### config.mk
export PLATFORM = sky130hd
export DESIGN_NAME = adc_status_alert_register_bank
export DESIGN_NICKNAME = d
export VERILOG_FILES = /design/src/rtl/stat_regs_pkg.sv /design/src/rtl/stat_byte_mux.sv /design/src/rtl/adc_status_alert_register_bank.sv
export SDC_FILE = /design/constraint.sdc
export NUM_CORES = 1
export LEC_CHECK = 0
export ABC_CLOCK_PERIOD_IN_PS = 1500
export BUFFER_PORTS_ARGS = -buffer_cell sky130_fd_sc_hd__buf_2
export CAP_MARGIN = 20
export CORE_MARGIN = 2
export CORE_UTILIZATION = 39
export CTS_BUF_LIST = sky130_fd_sc_hd__clkbuf_4 sky130_fd_sc_hd__clkbuf_8
export CTS_CLUSTER_SIZE = 40
export DETAILED_ROUTE_END_ITERATION = 8
export GPL_ROUTABILITY_DRIVEN = 0
export PLACE_DENSITY = 0.8
export SETUP_SLACK_MARGIN = 0.05
export SYNTH_ARGS = -nofsm -noshare
export SYNTH_HDL_FRONTEND = slang
export SYNTH_SLANG_ARGS = --single-unit
### constraint.sdc
create_clock -name clk_i -period 1.5 [get_ports clk_i]
set_input_delay 0.075 -clock clk_i [delete_from_list [all_inputs] [get_ports clk_i]]
set_output_delay 0.075 -clock clk_i [all_outputs]
set_load 0.005 [all_outputs]
### src/rtl/stat_regs_pkg.sv
package stat_regs_pkg;
  // ==========================================================
  // Register offsets
  localparam logic [7:0] OFS_OPMODE   = 8'h00;
  localparam logic [7:0] OFS_BUFFILL  = 8'h01;
  localparam logic [7:0] OFS_ACCCNT   = 8'h02;
  localparam logic [7:0] OFS_ALERTSRC = 8'h03;
  localparam logic [7:0] OFS_SEQ      = 8'h04;
  localparam logic [7:0] OFS_C0_LO    = 8'h08;
  localparam logic [7:0] OFS_C0_HI    = 8'h09;
  localparam logic [7:0] OFS_C1_LO    = 8'h0a;
  localparam logic [7:0] OFS_C1_HI    = 8'h0b;
  localparam logic [7:0] OFS_UNDER    = 8'h0c;
  localparam logic [7:0] OFS_OVER     = 8'h0e;
  localparam logic [7:0] OFS_SRST     = 8'h14;
  localparam logic [7:0] OFS_CAL      = 8'h15;
  localparam logic [7:0] OFS_KEY      = 8'h17;
  // ==========================================================
  // Field positions and values
  localparam int         FAST_BUS_BIT = 2;
  localparam int         SEQ_LSB      = 1;
  localparam int         CHID_LSB     = 4;
  localparam int         NUM_REGS     = 14;
  localparam logic [3:0] UNLOCK_KEY   = 4'ha;
  localparam logic [3:0] KEY_RESET    = 4'h0;
  localparam logic [7:0] ZERO_BYTE    = 8'h00;
  localparam logic [1:0] MODE_MANUAL  = 2'h0;
  localparam logic [1:0] MODE_AUTO    = 2'h2;
  localparam logic [1:0] MODE_PREC    = 2'h3;
  localparam logic [1:0] SEQ_OFF      = 2'h0;
  localparam logic [1:0] SEQ_ON       = 2'h1;
  localparam logic [1:0] SEQ_ERR      = 2'h3;
  localparam logic [4:0] MAX_FILL     = 5'h10;
  // Bus operation codes of the register port
  typedef enum logic [2:0] {
    OP_IDLE  = 3'b001,
    OP_WRITE = 3'b010,
    OP_READ  = 3'b100
  } bus_op_t;
endpackage

### src/rtl/stat_byte_mux.sv
`timescale 1ns/1ps
// ==========================================================
// Registered read port: one byte per read strobe
module stat_byte_mux #(
  parameter int N = 14
) (
  // Clock and reset
  input  wire logic         clk_i,
  input  wire logic         reset_n_i,
  // Image of the register bytes
  input  wire logic [7:0]   bytes_i [N],
  input  wire logic [N-1:0] hit_i,
  input  wire logic         rd_i,
  // Read answer
  output logic      [7:0]   data_o
);
  logic [7:0] sel;

  // A mux with no inputs has nothing to answer with
  if (N < 1) begin : g_bad_n
    $error("byte mux needs at least one input");
  end

  // Or together the hit byte; no hit gives zero
  always_comb begin
    sel = 8'h00;
    for (int i = 0; i < N; i++) begin
      if (hit_i[i]) begin
        sel = sel | bytes_i[i];
      end
    end
  end

  // Read data out of a register
  always_ff @(posedge clk_i) begin
    if (!reset_n_i) begin
      data_o <= 8'h00;
    end else if (rd_i) begin
      data_o <= sel;
    end
  end
endmodule

### src/rtl/adc_status_alert_register_bank.sv
`timescale 1ns/1ps
// Behaviour
// - Reserved bits read zero and ignore writes.
// - Bit 2 of mode status shows fast bus mode.
// - Mode field reports 00 manual, 10 autonomous, 11 precision; never 01.
// - Buffer status bits 4..0 give filled entries, 0 to 16.
// - Accumulation status bits 3..0 give completed accumulation count.
// - Alert source bits 7..4 hold first alerting channel id.
// - Sequencer field bits 2..1: 00 off, 01 on, 11 on with error.
// - Channel sums readable as low and high bytes at 0x8..0xb.
// - Under-limit flags at 0xc, one read-write bit per channel.
// - Over-limit flags at 0xe, one read-write bit per channel.
// - Writing 1 to bit 0 at 0x14 resets the device.
// - Reset write is granted only while key 1010 is held at 0x17.
// - Key field survives a device reset.
// - Writing 1 to bit 0 at 0x15 starts offset calibration.
// - Reads of unimplemented addresses return zero.
module adc_status_alert_register_bank (
  // Clock and power-on reset
  input  wire logic       clk_i,
  input  wire logic       reset_n_i,
  // Register port from the serial front end
  input  wire logic       wr_i,
  input  wire logic       rd_i,
  input  wire logic [7:0] addr_i,
  input  wire logic [7:0] wdata_i,
  output logic      [7:0] rdata_o,
  // Device state from the core
  input  wire logic       fast_bus_active_i,
  input  wire logic [1:0] current_operating_state_i,
  input  wire logic [4:0] buffer_entry_count_i,
  input  wire logic [3:0] summation_count_i,
  input  wire logic [3:0] first_alert_channel_i,
  input  wire logic [1:0] sequencer_error_state_i,
  input  wire logic [15:0] chan0_sum_i,
  input  wire logic [15:0] chan1_sum_i,
  // Comparator alert events, one bit per channel
  input  wire logic [1:0] under_limit_event_i,
  input  wire logic [1:0] over_limit_event_i,
  // Outputs to the core
  output logic [1:0]      under_limit_flags_o,
  output logic [1:0]      over_limit_flags_o,
  output logic            soft_reset_o,
  output logic            offset_cal_start_o
);
  localparam int N = stat_regs_pkg::NUM_REGS;

  // Channels served by the flag bytes
  localparam int NUM_CHAN = 2;

  // Slots of the writable registers in the decoder's hit vector
  localparam int IDX_UNDER = 9;
  localparam int IDX_OVER  = 10;
  localparam int IDX_SRST  = 11;
  localparam int IDX_CAL   = 12;
  localparam int IDX_KEY   = 13;

  // Codes that the core should never present; each is folded on read
  localparam logic [1:0] MODE_UNUSED = 2'h1;
  localparam logic [1:0] SEQ_UNUSED  = 2'h2;

  // ==========================================================
  // Elaboration checks
  // The decoder names its registers one by one, so the map size is fixed
  if (N != 14) begin : g_map_size
    $error("register map size does not match the decoder");
  end
  // The flag ports carry exactly one bit per channel
  if (NUM_CHAN != 2) begin : g_chan_count
    $error("channel count does not match the flag ports");
  end

  // ==========================================================
  // Decode
  function automatic logic [N-1:0] decode(input logic [7:0] a);
    logic [N-1:0] h;
    h = '0;
    // Status registers
    h[0]  = (a == stat_regs_pkg::OFS_OPMODE);
    h[1]  = (a == stat_regs_pkg::OFS_BUFFILL);
    h[2]  = (a == stat_regs_pkg::OFS_ACCCNT);
    h[3]  = (a == stat_regs_pkg::OFS_ALERTSRC);
    h[4]  = (a == stat_regs_pkg::OFS_SEQ);
    // Channel sums
    h[5]  = (a == stat_regs_pkg::OFS_C0_LO);
    h[6]  = (a == stat_regs_pkg::OFS_C0_HI);
    h[7]  = (a == stat_regs_pkg::OFS_C1_LO);
    h[8]  = (a == stat_regs_pkg::OFS_C1_HI);
    // Alert flags
    h[9]  = (a == stat_regs_pkg::OFS_UNDER);
    h[10] = (a == stat_regs_pkg::OFS_OVER);
    // Triggers and key
    h[11] = (a == stat_regs_pkg::OFS_SRST);
    h[12] = (a == stat_regs_pkg::OFS_CAL);
    h[13] = (a == stat_regs_pkg::OFS_KEY);
    return h;
  endfunction

  // Registers and read image
  logic [N-1:0] hit;
  logic         key_ok;
  logic [3:0]   reset_unlock_key_r;
  logic [1:0]   under_r;
  logic [1:0]   over_r;
  logic         srst_r;
  logic         cal_r;
  logic         soft_reset_bit_n;
  logic [1:0]   mode_val;
  logic [4:0]   fill_val;
  logic [7:0]   bytes [N];
  logic [1:0]   seq_val;
  logic         wr_under;
  logic         wr_over;
  logic         wr_srst;
  logic         wr_cal;
  logic         wr_key;

  assign hit    = decode(addr_i);
  // Key match, used only to grant the soft reset
  assign key_ok = (reset_unlock_key_r == stat_regs_pkg::UNLOCK_KEY);

  // ==========================================================
  // Write strobes, one per writable register
  // Each process reads one plain name instead of indexing the hit vector
  assign wr_under = wr_i && hit[IDX_UNDER];
  assign wr_over  = wr_i && hit[IDX_OVER];
  assign wr_srst  = wr_i && hit[IDX_SRST];
  assign wr_cal   = wr_i && hit[IDX_CAL];
  assign wr_key   = wr_i && hit[IDX_KEY];

  // ==========================================================
  // Soft reset grant
  // A reset write counts only with the key in place and no pulse running;
  // a request during the pulse would otherwise stretch it past one cycle.
  // Without the key the write is simply dropped.
  function automatic logic reset_granted(input logic req,
                                         input logic ok,
                                         input logic busy);
    return req && ok && !busy;
  endfunction

  // Device-wide reset: power-on or a granted soft reset from the last cycle.
  // The soft reset is taken from a flop, not from the write strobe, so the
  // write that asks for it is finished before anything is cleared.
  // The key and the read port stay on power-on reset only: the key must
  // survive, and the host may still be reading the reply to its write.
  // Limitation: a soft reset restarts only what this block holds.
  assign soft_reset_bit_n = reset_n_i & ~srst_r;

  // ==========================================================
  // Key: only power-on clears it, never the soft reset.
  // Only the low nibble is stored; the upper bits have nowhere to go
  // and so read zero whatever the host sends.
  always_ff @(posedge clk_i) begin
    if (!reset_n_i) begin
      reset_unlock_key_r <= stat_regs_pkg::KEY_RESET;
    end else if (wr_key) begin
      reset_unlock_key_r <= wdata_i[3:0]; // upper bits dropped
    end
  end

  // Soft reset pulse, one cycle, only with key present
  // The pulse itself restarts flags and triggers on the following edge
  always_ff @(posedge clk_i) begin
    if (!reset_n_i) begin
      srst_r <= 1'b0;
    end else begin
      srst_r <= reset_granted(wr_srst && wdata_i[0], key_ok, srst_r);
    end
  end

  // Calibration start pulse
  // A soft reset in flight cancels a calibration request of the same cycle
  always_ff @(posedge clk_i) begin
    if (!soft_reset_bit_n) begin
      cal_r <= 1'b0;
    end else begin
      cal_r <= wr_cal && wdata_i[0];
    end
  end

  // ==========================================================
  // Alert flags, one cell per channel and per side
  // An event and a host clear may land in one cycle; the event wins,
  // so that an alert raised while the host clears is never lost.
  // The price: a flag fed by a standing event cannot be cleared by a host write.
  for (genvar c = 0; c < NUM_CHAN; c++) begin : g_flag
    // Under-limit cell of this channel
    always_ff @(posedge clk_i) begin
      if (!soft_reset_bit_n) begin
        under_r[c] <= 1'b0;
      end else if (wr_under) begin
        under_r[c] <= wdata_i[c] | under_limit_event_i[c];
      end else begin
        under_r[c] <= under_r[c] | under_limit_event_i[c];
      end
    end

    // Over-limit cell of this channel
    always_ff @(posedge clk_i) begin
      if (!soft_reset_bit_n) begin
        over_r[c] <= 1'b0;
      end else if (wr_over) begin
        over_r[c] <= wdata_i[c] | over_limit_event_i[c];
      end else begin
        over_r[c] <= over_r[c] | over_limit_event_i[c];
      end
    end
  end

  // Outputs straight from flops
  // No gate sits between a flop and a pin, so the core sees clean levels
  assign under_limit_flags_o = under_r;
  assign over_limit_flags_o  = over_r;
  assign soft_reset_o        = srst_r;
  assign offset_cal_start_o  = cal_r;

  // ==========================================================
  // Field folding
  // A state code that the map leaves unused reads as manual mode,
  // so the host never sees a code it cannot interpret
  function automatic logic [1:0] fold_mode(input logic [1:0] s);
    logic [1:0] m;
    m = s;
    if (s == MODE_UNUSED) begin
      m = stat_regs_pkg::MODE_MANUAL;
    end
    return m;
  endfunction

  // A fill count above a full buffer is clamped, never wrapped,
  // so a glitching counter cannot make a full buffer look empty
  function automatic logic [4:0] clamp_fill(input logic [4:0] n);
    logic [4:0] f;
    f = n;
    if (n > stat_regs_pkg::MAX_FILL) begin
      f = stat_regs_pkg::MAX_FILL;
    end
    return f;
  endfunction

  // An unused sequencer code reads as the error code: the host
  // then looks closer instead of trusting a silent sequencer
  function automatic logic [1:0] fold_seq(input logic [1:0] s);
    logic [1:0] q;
    q = s;
    if (s == SEQ_UNUSED) begin
      q = stat_regs_pkg::SEQ_ERR;
    end
    return q;
  endfunction

  // ==========================================================
  // Read image
  // Folded fields, recomputed every cycle from the core's levels
  assign mode_val = fold_mode(current_operating_state_i);
  assign fill_val = clamp_fill(buffer_entry_count_i);
  assign seq_val  = fold_seq(sequencer_error_state_i);

  // Byte image of the map; every slot starts from zero
  always_comb begin
    for (int i = 0; i < N; i++) begin
      bytes[i] = stat_regs_pkg::ZERO_BYTE;
    end
    // Mode byte: fast bus flag above the folded state
    bytes[0][stat_regs_pkg::FAST_BUS_BIT] = fast_bus_active_i;
    bytes[0][1:0] = mode_val;
    // Buffer fill and accumulation count, upper bits left zero
    bytes[1][4:0] = fill_val;
    bytes[2][3:0] = summation_count_i;
    // Channel of the first alert sits in the upper nibble
    bytes[3][stat_regs_pkg::CHID_LSB +: 4] = first_alert_channel_i;
    // Sequencer state sits one bit up; bit 0 stays zero
    bytes[4][stat_regs_pkg::SEQ_LSB +: 2] = seq_val;
    // Sums are read live: the two halves of one sum may come from
    // different instants while the core is still adding
    bytes[5] = chan0_sum_i[7:0];
    bytes[6] = chan0_sum_i[15:8];
    bytes[7] = chan1_sum_i[7:0];
    bytes[8] = chan1_sum_i[15:8];
    // Flag bytes and key nibble; the trigger slots stay zero
    bytes[9][1:0]  = under_r;
    bytes[10][1:0] = over_r;
    bytes[13][3:0] = reset_unlock_key_r;
  end

  // Unmapped addresses hit nothing and read zero.
  // The answer is registered and held until the next read strobe,
  // so a slow host may sample it late; it costs one cycle of latency.
  // The read port is not touched by the soft reset.
  stat_byte_mux #(.N(N)) u_mux (
    .clk_i     (clk_i),
    .reset_n_i (reset_n_i),
    .bytes_i   (bytes),
    .hit_i     (hit),
    .rd_i      (rd_i),
    .data_o    (rdata_o)
  );
endmodule

==> out/metrics.cfg <==
[global_routing]
gr-usage-all-layers_pct = 20.8
grt_pass1_vias = 1512
grt_max_degree = 17
grt_overflow = 0
antenna_found_initial = 0
grt_pass1_wl_microns = 6670

[sta]
skew_ns = 0.00151
max_freq_mhz = 763
slew_violations = 0
finalSetupViolations = 0
hold_violations = 0
post-route-period-util_pct = 87.4
holdWs_ns = 0.0118
tightest_slew_ns = 0.347
min_period_ns = 1.31
relSlewSlack_pct = 76.8
rsz0062_at_grt = false

[placement]
dpl.hpwl_microns = 3270
portBuffers = 83
placed_area_sq_um = 1870
post-place-cells = 291

[synth]
synth-main-ff-cell = dfxtp_1
synth_nets = 231
synth_area_sq_um = 1330
syn_avg_cell_area_sq_um = 8.46
syn_inst = 157
ys_types = 49
yosys_warnings = 0
synth_seq_area_share_pct = 27.1
ys_async_sr_fraction_pct = 0
ys_ff_latch = 18
synth_edf_count = 0

[detailed_routing]
postRouteAntennaNets = 0
dr.pass1.iters = 4
vias_per_cell = 5.34
post-route-drc-count = 0
routed_wirelength_microns = 4000
vias = 1570
wl_per_cell_microns = 13.6
drt_iter0_drc = 106

[clock_network]
cts_tree = built
cts_buffers = 3
cts_resized = 0
htreeDepth = 1
worstSkewPairLatency_ns = 0.29
root_buffer = clkbuf_4
cts_num_sinks = 18
clockBufferDepth = 2
path_clk_slew_ns = 0.10
cts_setup_buffers = 0
cts_hold_buf = 0

[final_layout]
stdcell_count = 294
antenna_cells = 0
fill_cells = 325
drive_gt1_share_pct = 46.4
final_cell_area_sq_um = 1890
area_delta_synth_final_pct = 42.2
fin_nets = 324
final_core_util_pct = 57.1

[floorplan]
core_sq_um = 3310
die_w_microns = 62.4
io_pins = 88
rows = 21
dieHeight_microns = 62.4
die_area_sq_um = 3890
start_util_pct = 40.1

[setup_path]
critPathKind = input pin to flip-flop
startpoint_type = input pin
cp_data_arrival_time_ns = 1.55
reg2regPathDepth = 5
reg2reg_slack_ns = 0.24
required_ns = 1.74
critPathCaptureType = flip-flop
cp_max_fo = 6

[power]
powerDensity_nw_per_um2 = 553
pwr-share-seq_pct = 48.7
finalPower_w = 0.00105
switchingPower_w = 0.000296
p_int_w = 0.000750
clockPowerShare_pct = 23.0
ir_drop_v = 0.000283
leakage_nw = 0.902
swShare_pct = 28.3
power_frac_comb_pct = 28.4

[run_status]
outcome = finished, final reports clean

[hold_path]
hold_class = input pin to flip-flop
hold_depth = 3

[run]
max_cap_violations = 0

-- critical path, stage by stage --
cell and delay [ns]:
buf_2 0.12, or4_4 0.58, nor3_4 0.26, buf_4 0.20
nand3_1 0.07, o211a_1 0.12, a21oi_2 0.12
-- final cells by class --
| type | count | area, sq um | area share (%) |
|---|---|---|---|
| clock buffer | 3 | 22.5 | 1.19 |
| inverter | 6 | 22.5 | 1.19 |
| multi-input combinational | 122 | 891 | 47.2 |
| sequential | 18 | 360 | 19.1 |
| tap | 46 | 57.6 | 3.05 |
| timing repair buffer | 99 | 536 | 28.3 |
-- sequential cells by signal (all words and copies together) (netlist names) --
name / count
offset_cal_start_o: 1
over_limit_flags_o: 2
reset_unlock_key_r: 4
soft_reset_o: 1
u_mux.data_o: 8
under_limit_flags_o: 2
-- worst paths after layout --
| kind | startpoint | endpoint |
|---|---|---|
| worst max-delay path | addr_i[5] | u_mux.data_o[0]$_SDFFE_PN0P_ |
| worst min-delay path | under_limit_event_i[0] | under_limit_flags_o[0]$_SDFF_PN0_ |
| worst max register to register | under_limit_flags_o[1]$_SDFF_PN0_ | u_mux.data_o[1]$_SDFFE_PN0P_ |
| worst min register to register | u_mux.data_o[5]$_SDFFE_PN0P_ | u_mux.data_o[5]$_SDFFE_PN0P_ |
-- cell families (layout without fill, tap and decap cells) --
| family | count (synthesis) | count (layout) | synth area share [%] |
|---|---|---|---|
| and+or+nand+nor | 61 | 61 | 27.5 |
| AOI/OAI and AO/OA | 49 | 49 | 26.6 |
| DFF | 18 | 18 | 27.1 |
| buffers and inverters | 17 | 108 | 5.84 |
| muxes | 12 | 12 | 12.9 |
-- routing by layer --
layer	wire (microns)	up-vias	track usage, %
met5	0	-	0
met4	37	0	5.00
met3	289	4	3.42
met2	1980	67	36.3
met1	1690	717	27.0
li1	-	782	-
-- power groups by stage --
stage	registers, W	logic (W)	clock network (W)
5_1_grt	0.000512	0.000328	0.000266
6_report	0.000509	0.000297	0.000240
3_5_place_dp	0.000519	0.000295	0
3_3_place_gp	0.000518	0.000293	0
2_1_floorplan	0.000520	0.000135	0
4_1_cts	0.000508	0.000296	0.000245
-- cells in the mapped netlist (2+ instances only) --
| cell type | n | area [sq um] |
|---|---|---|
| a22oi_1 | 4 | 30.0 |
| nor3b_2 | 2 | 25.0 |
| nor3b_1 | 2 | 15.0 |
| nor2b_1 | 3 | 18.8 |
| a21boi_0 | 5 | 37.5 |
| mux4_2 | 4 | 90.1 |
| a221oi_1 | 2 | 17.5 |
| buf_2 | 2 | 10.0 |
| a31oi_1 | 2 | 12.5 |
| nand3_1 | 9 | 45.0 |
| clkbuf_1 | 7 | 26.3 |
| inv_1 | 6 | 22.5 |
| nand2_1 | 14 | 52.6 |
| a21oi_1 | 7 | 35.0 |
| o211a_1 | 4 | 40.0 |
| o21ai_0 | 10 | 50.1 |
| a32o_1 | 2 | 20.0 |
| and3_1 | 3 | 18.8 |
| a32oi_1 | 4 | 35.0 |
| mux2i_1 | 7 | 70.1 |
| nand2b_1 | 3 | 18.8 |
| nand3b_1 | 3 | 22.5 |
| nor2_1 | 9 | 33.8 |
| dfxtp_1 | 18 | 360 |
-- cell usage in the layout, fill, tap and decap left out, drive strengths merged, types with 4 or more instances in the layout --
master,netlist,routed
nand3,10,10
a22oi,4,4
nor3b,4,4
mux4,4,4
mux2i,7,7
nor2,10,10
a21oi,8,8
o21ai,10,10
o211a,4,4
a21boi,5,5
dfxtp,18,18
inv,6,6
nand2,14,14
buf,4,99
a32oi,4,4
-- metrics by stage --
step           setup TNS, ns  setup WS, ns
2_1_floorplan              0        0.0263
3_3_place_gp          -0.478       -0.0591
3_5_place_dp          -0.830        -0.104
4_1_cts                    0         0.194
5_1_grt                    0         0.137
6_report                   0         0.189
No activity file was read; power rests on OpenSTA's default activity.
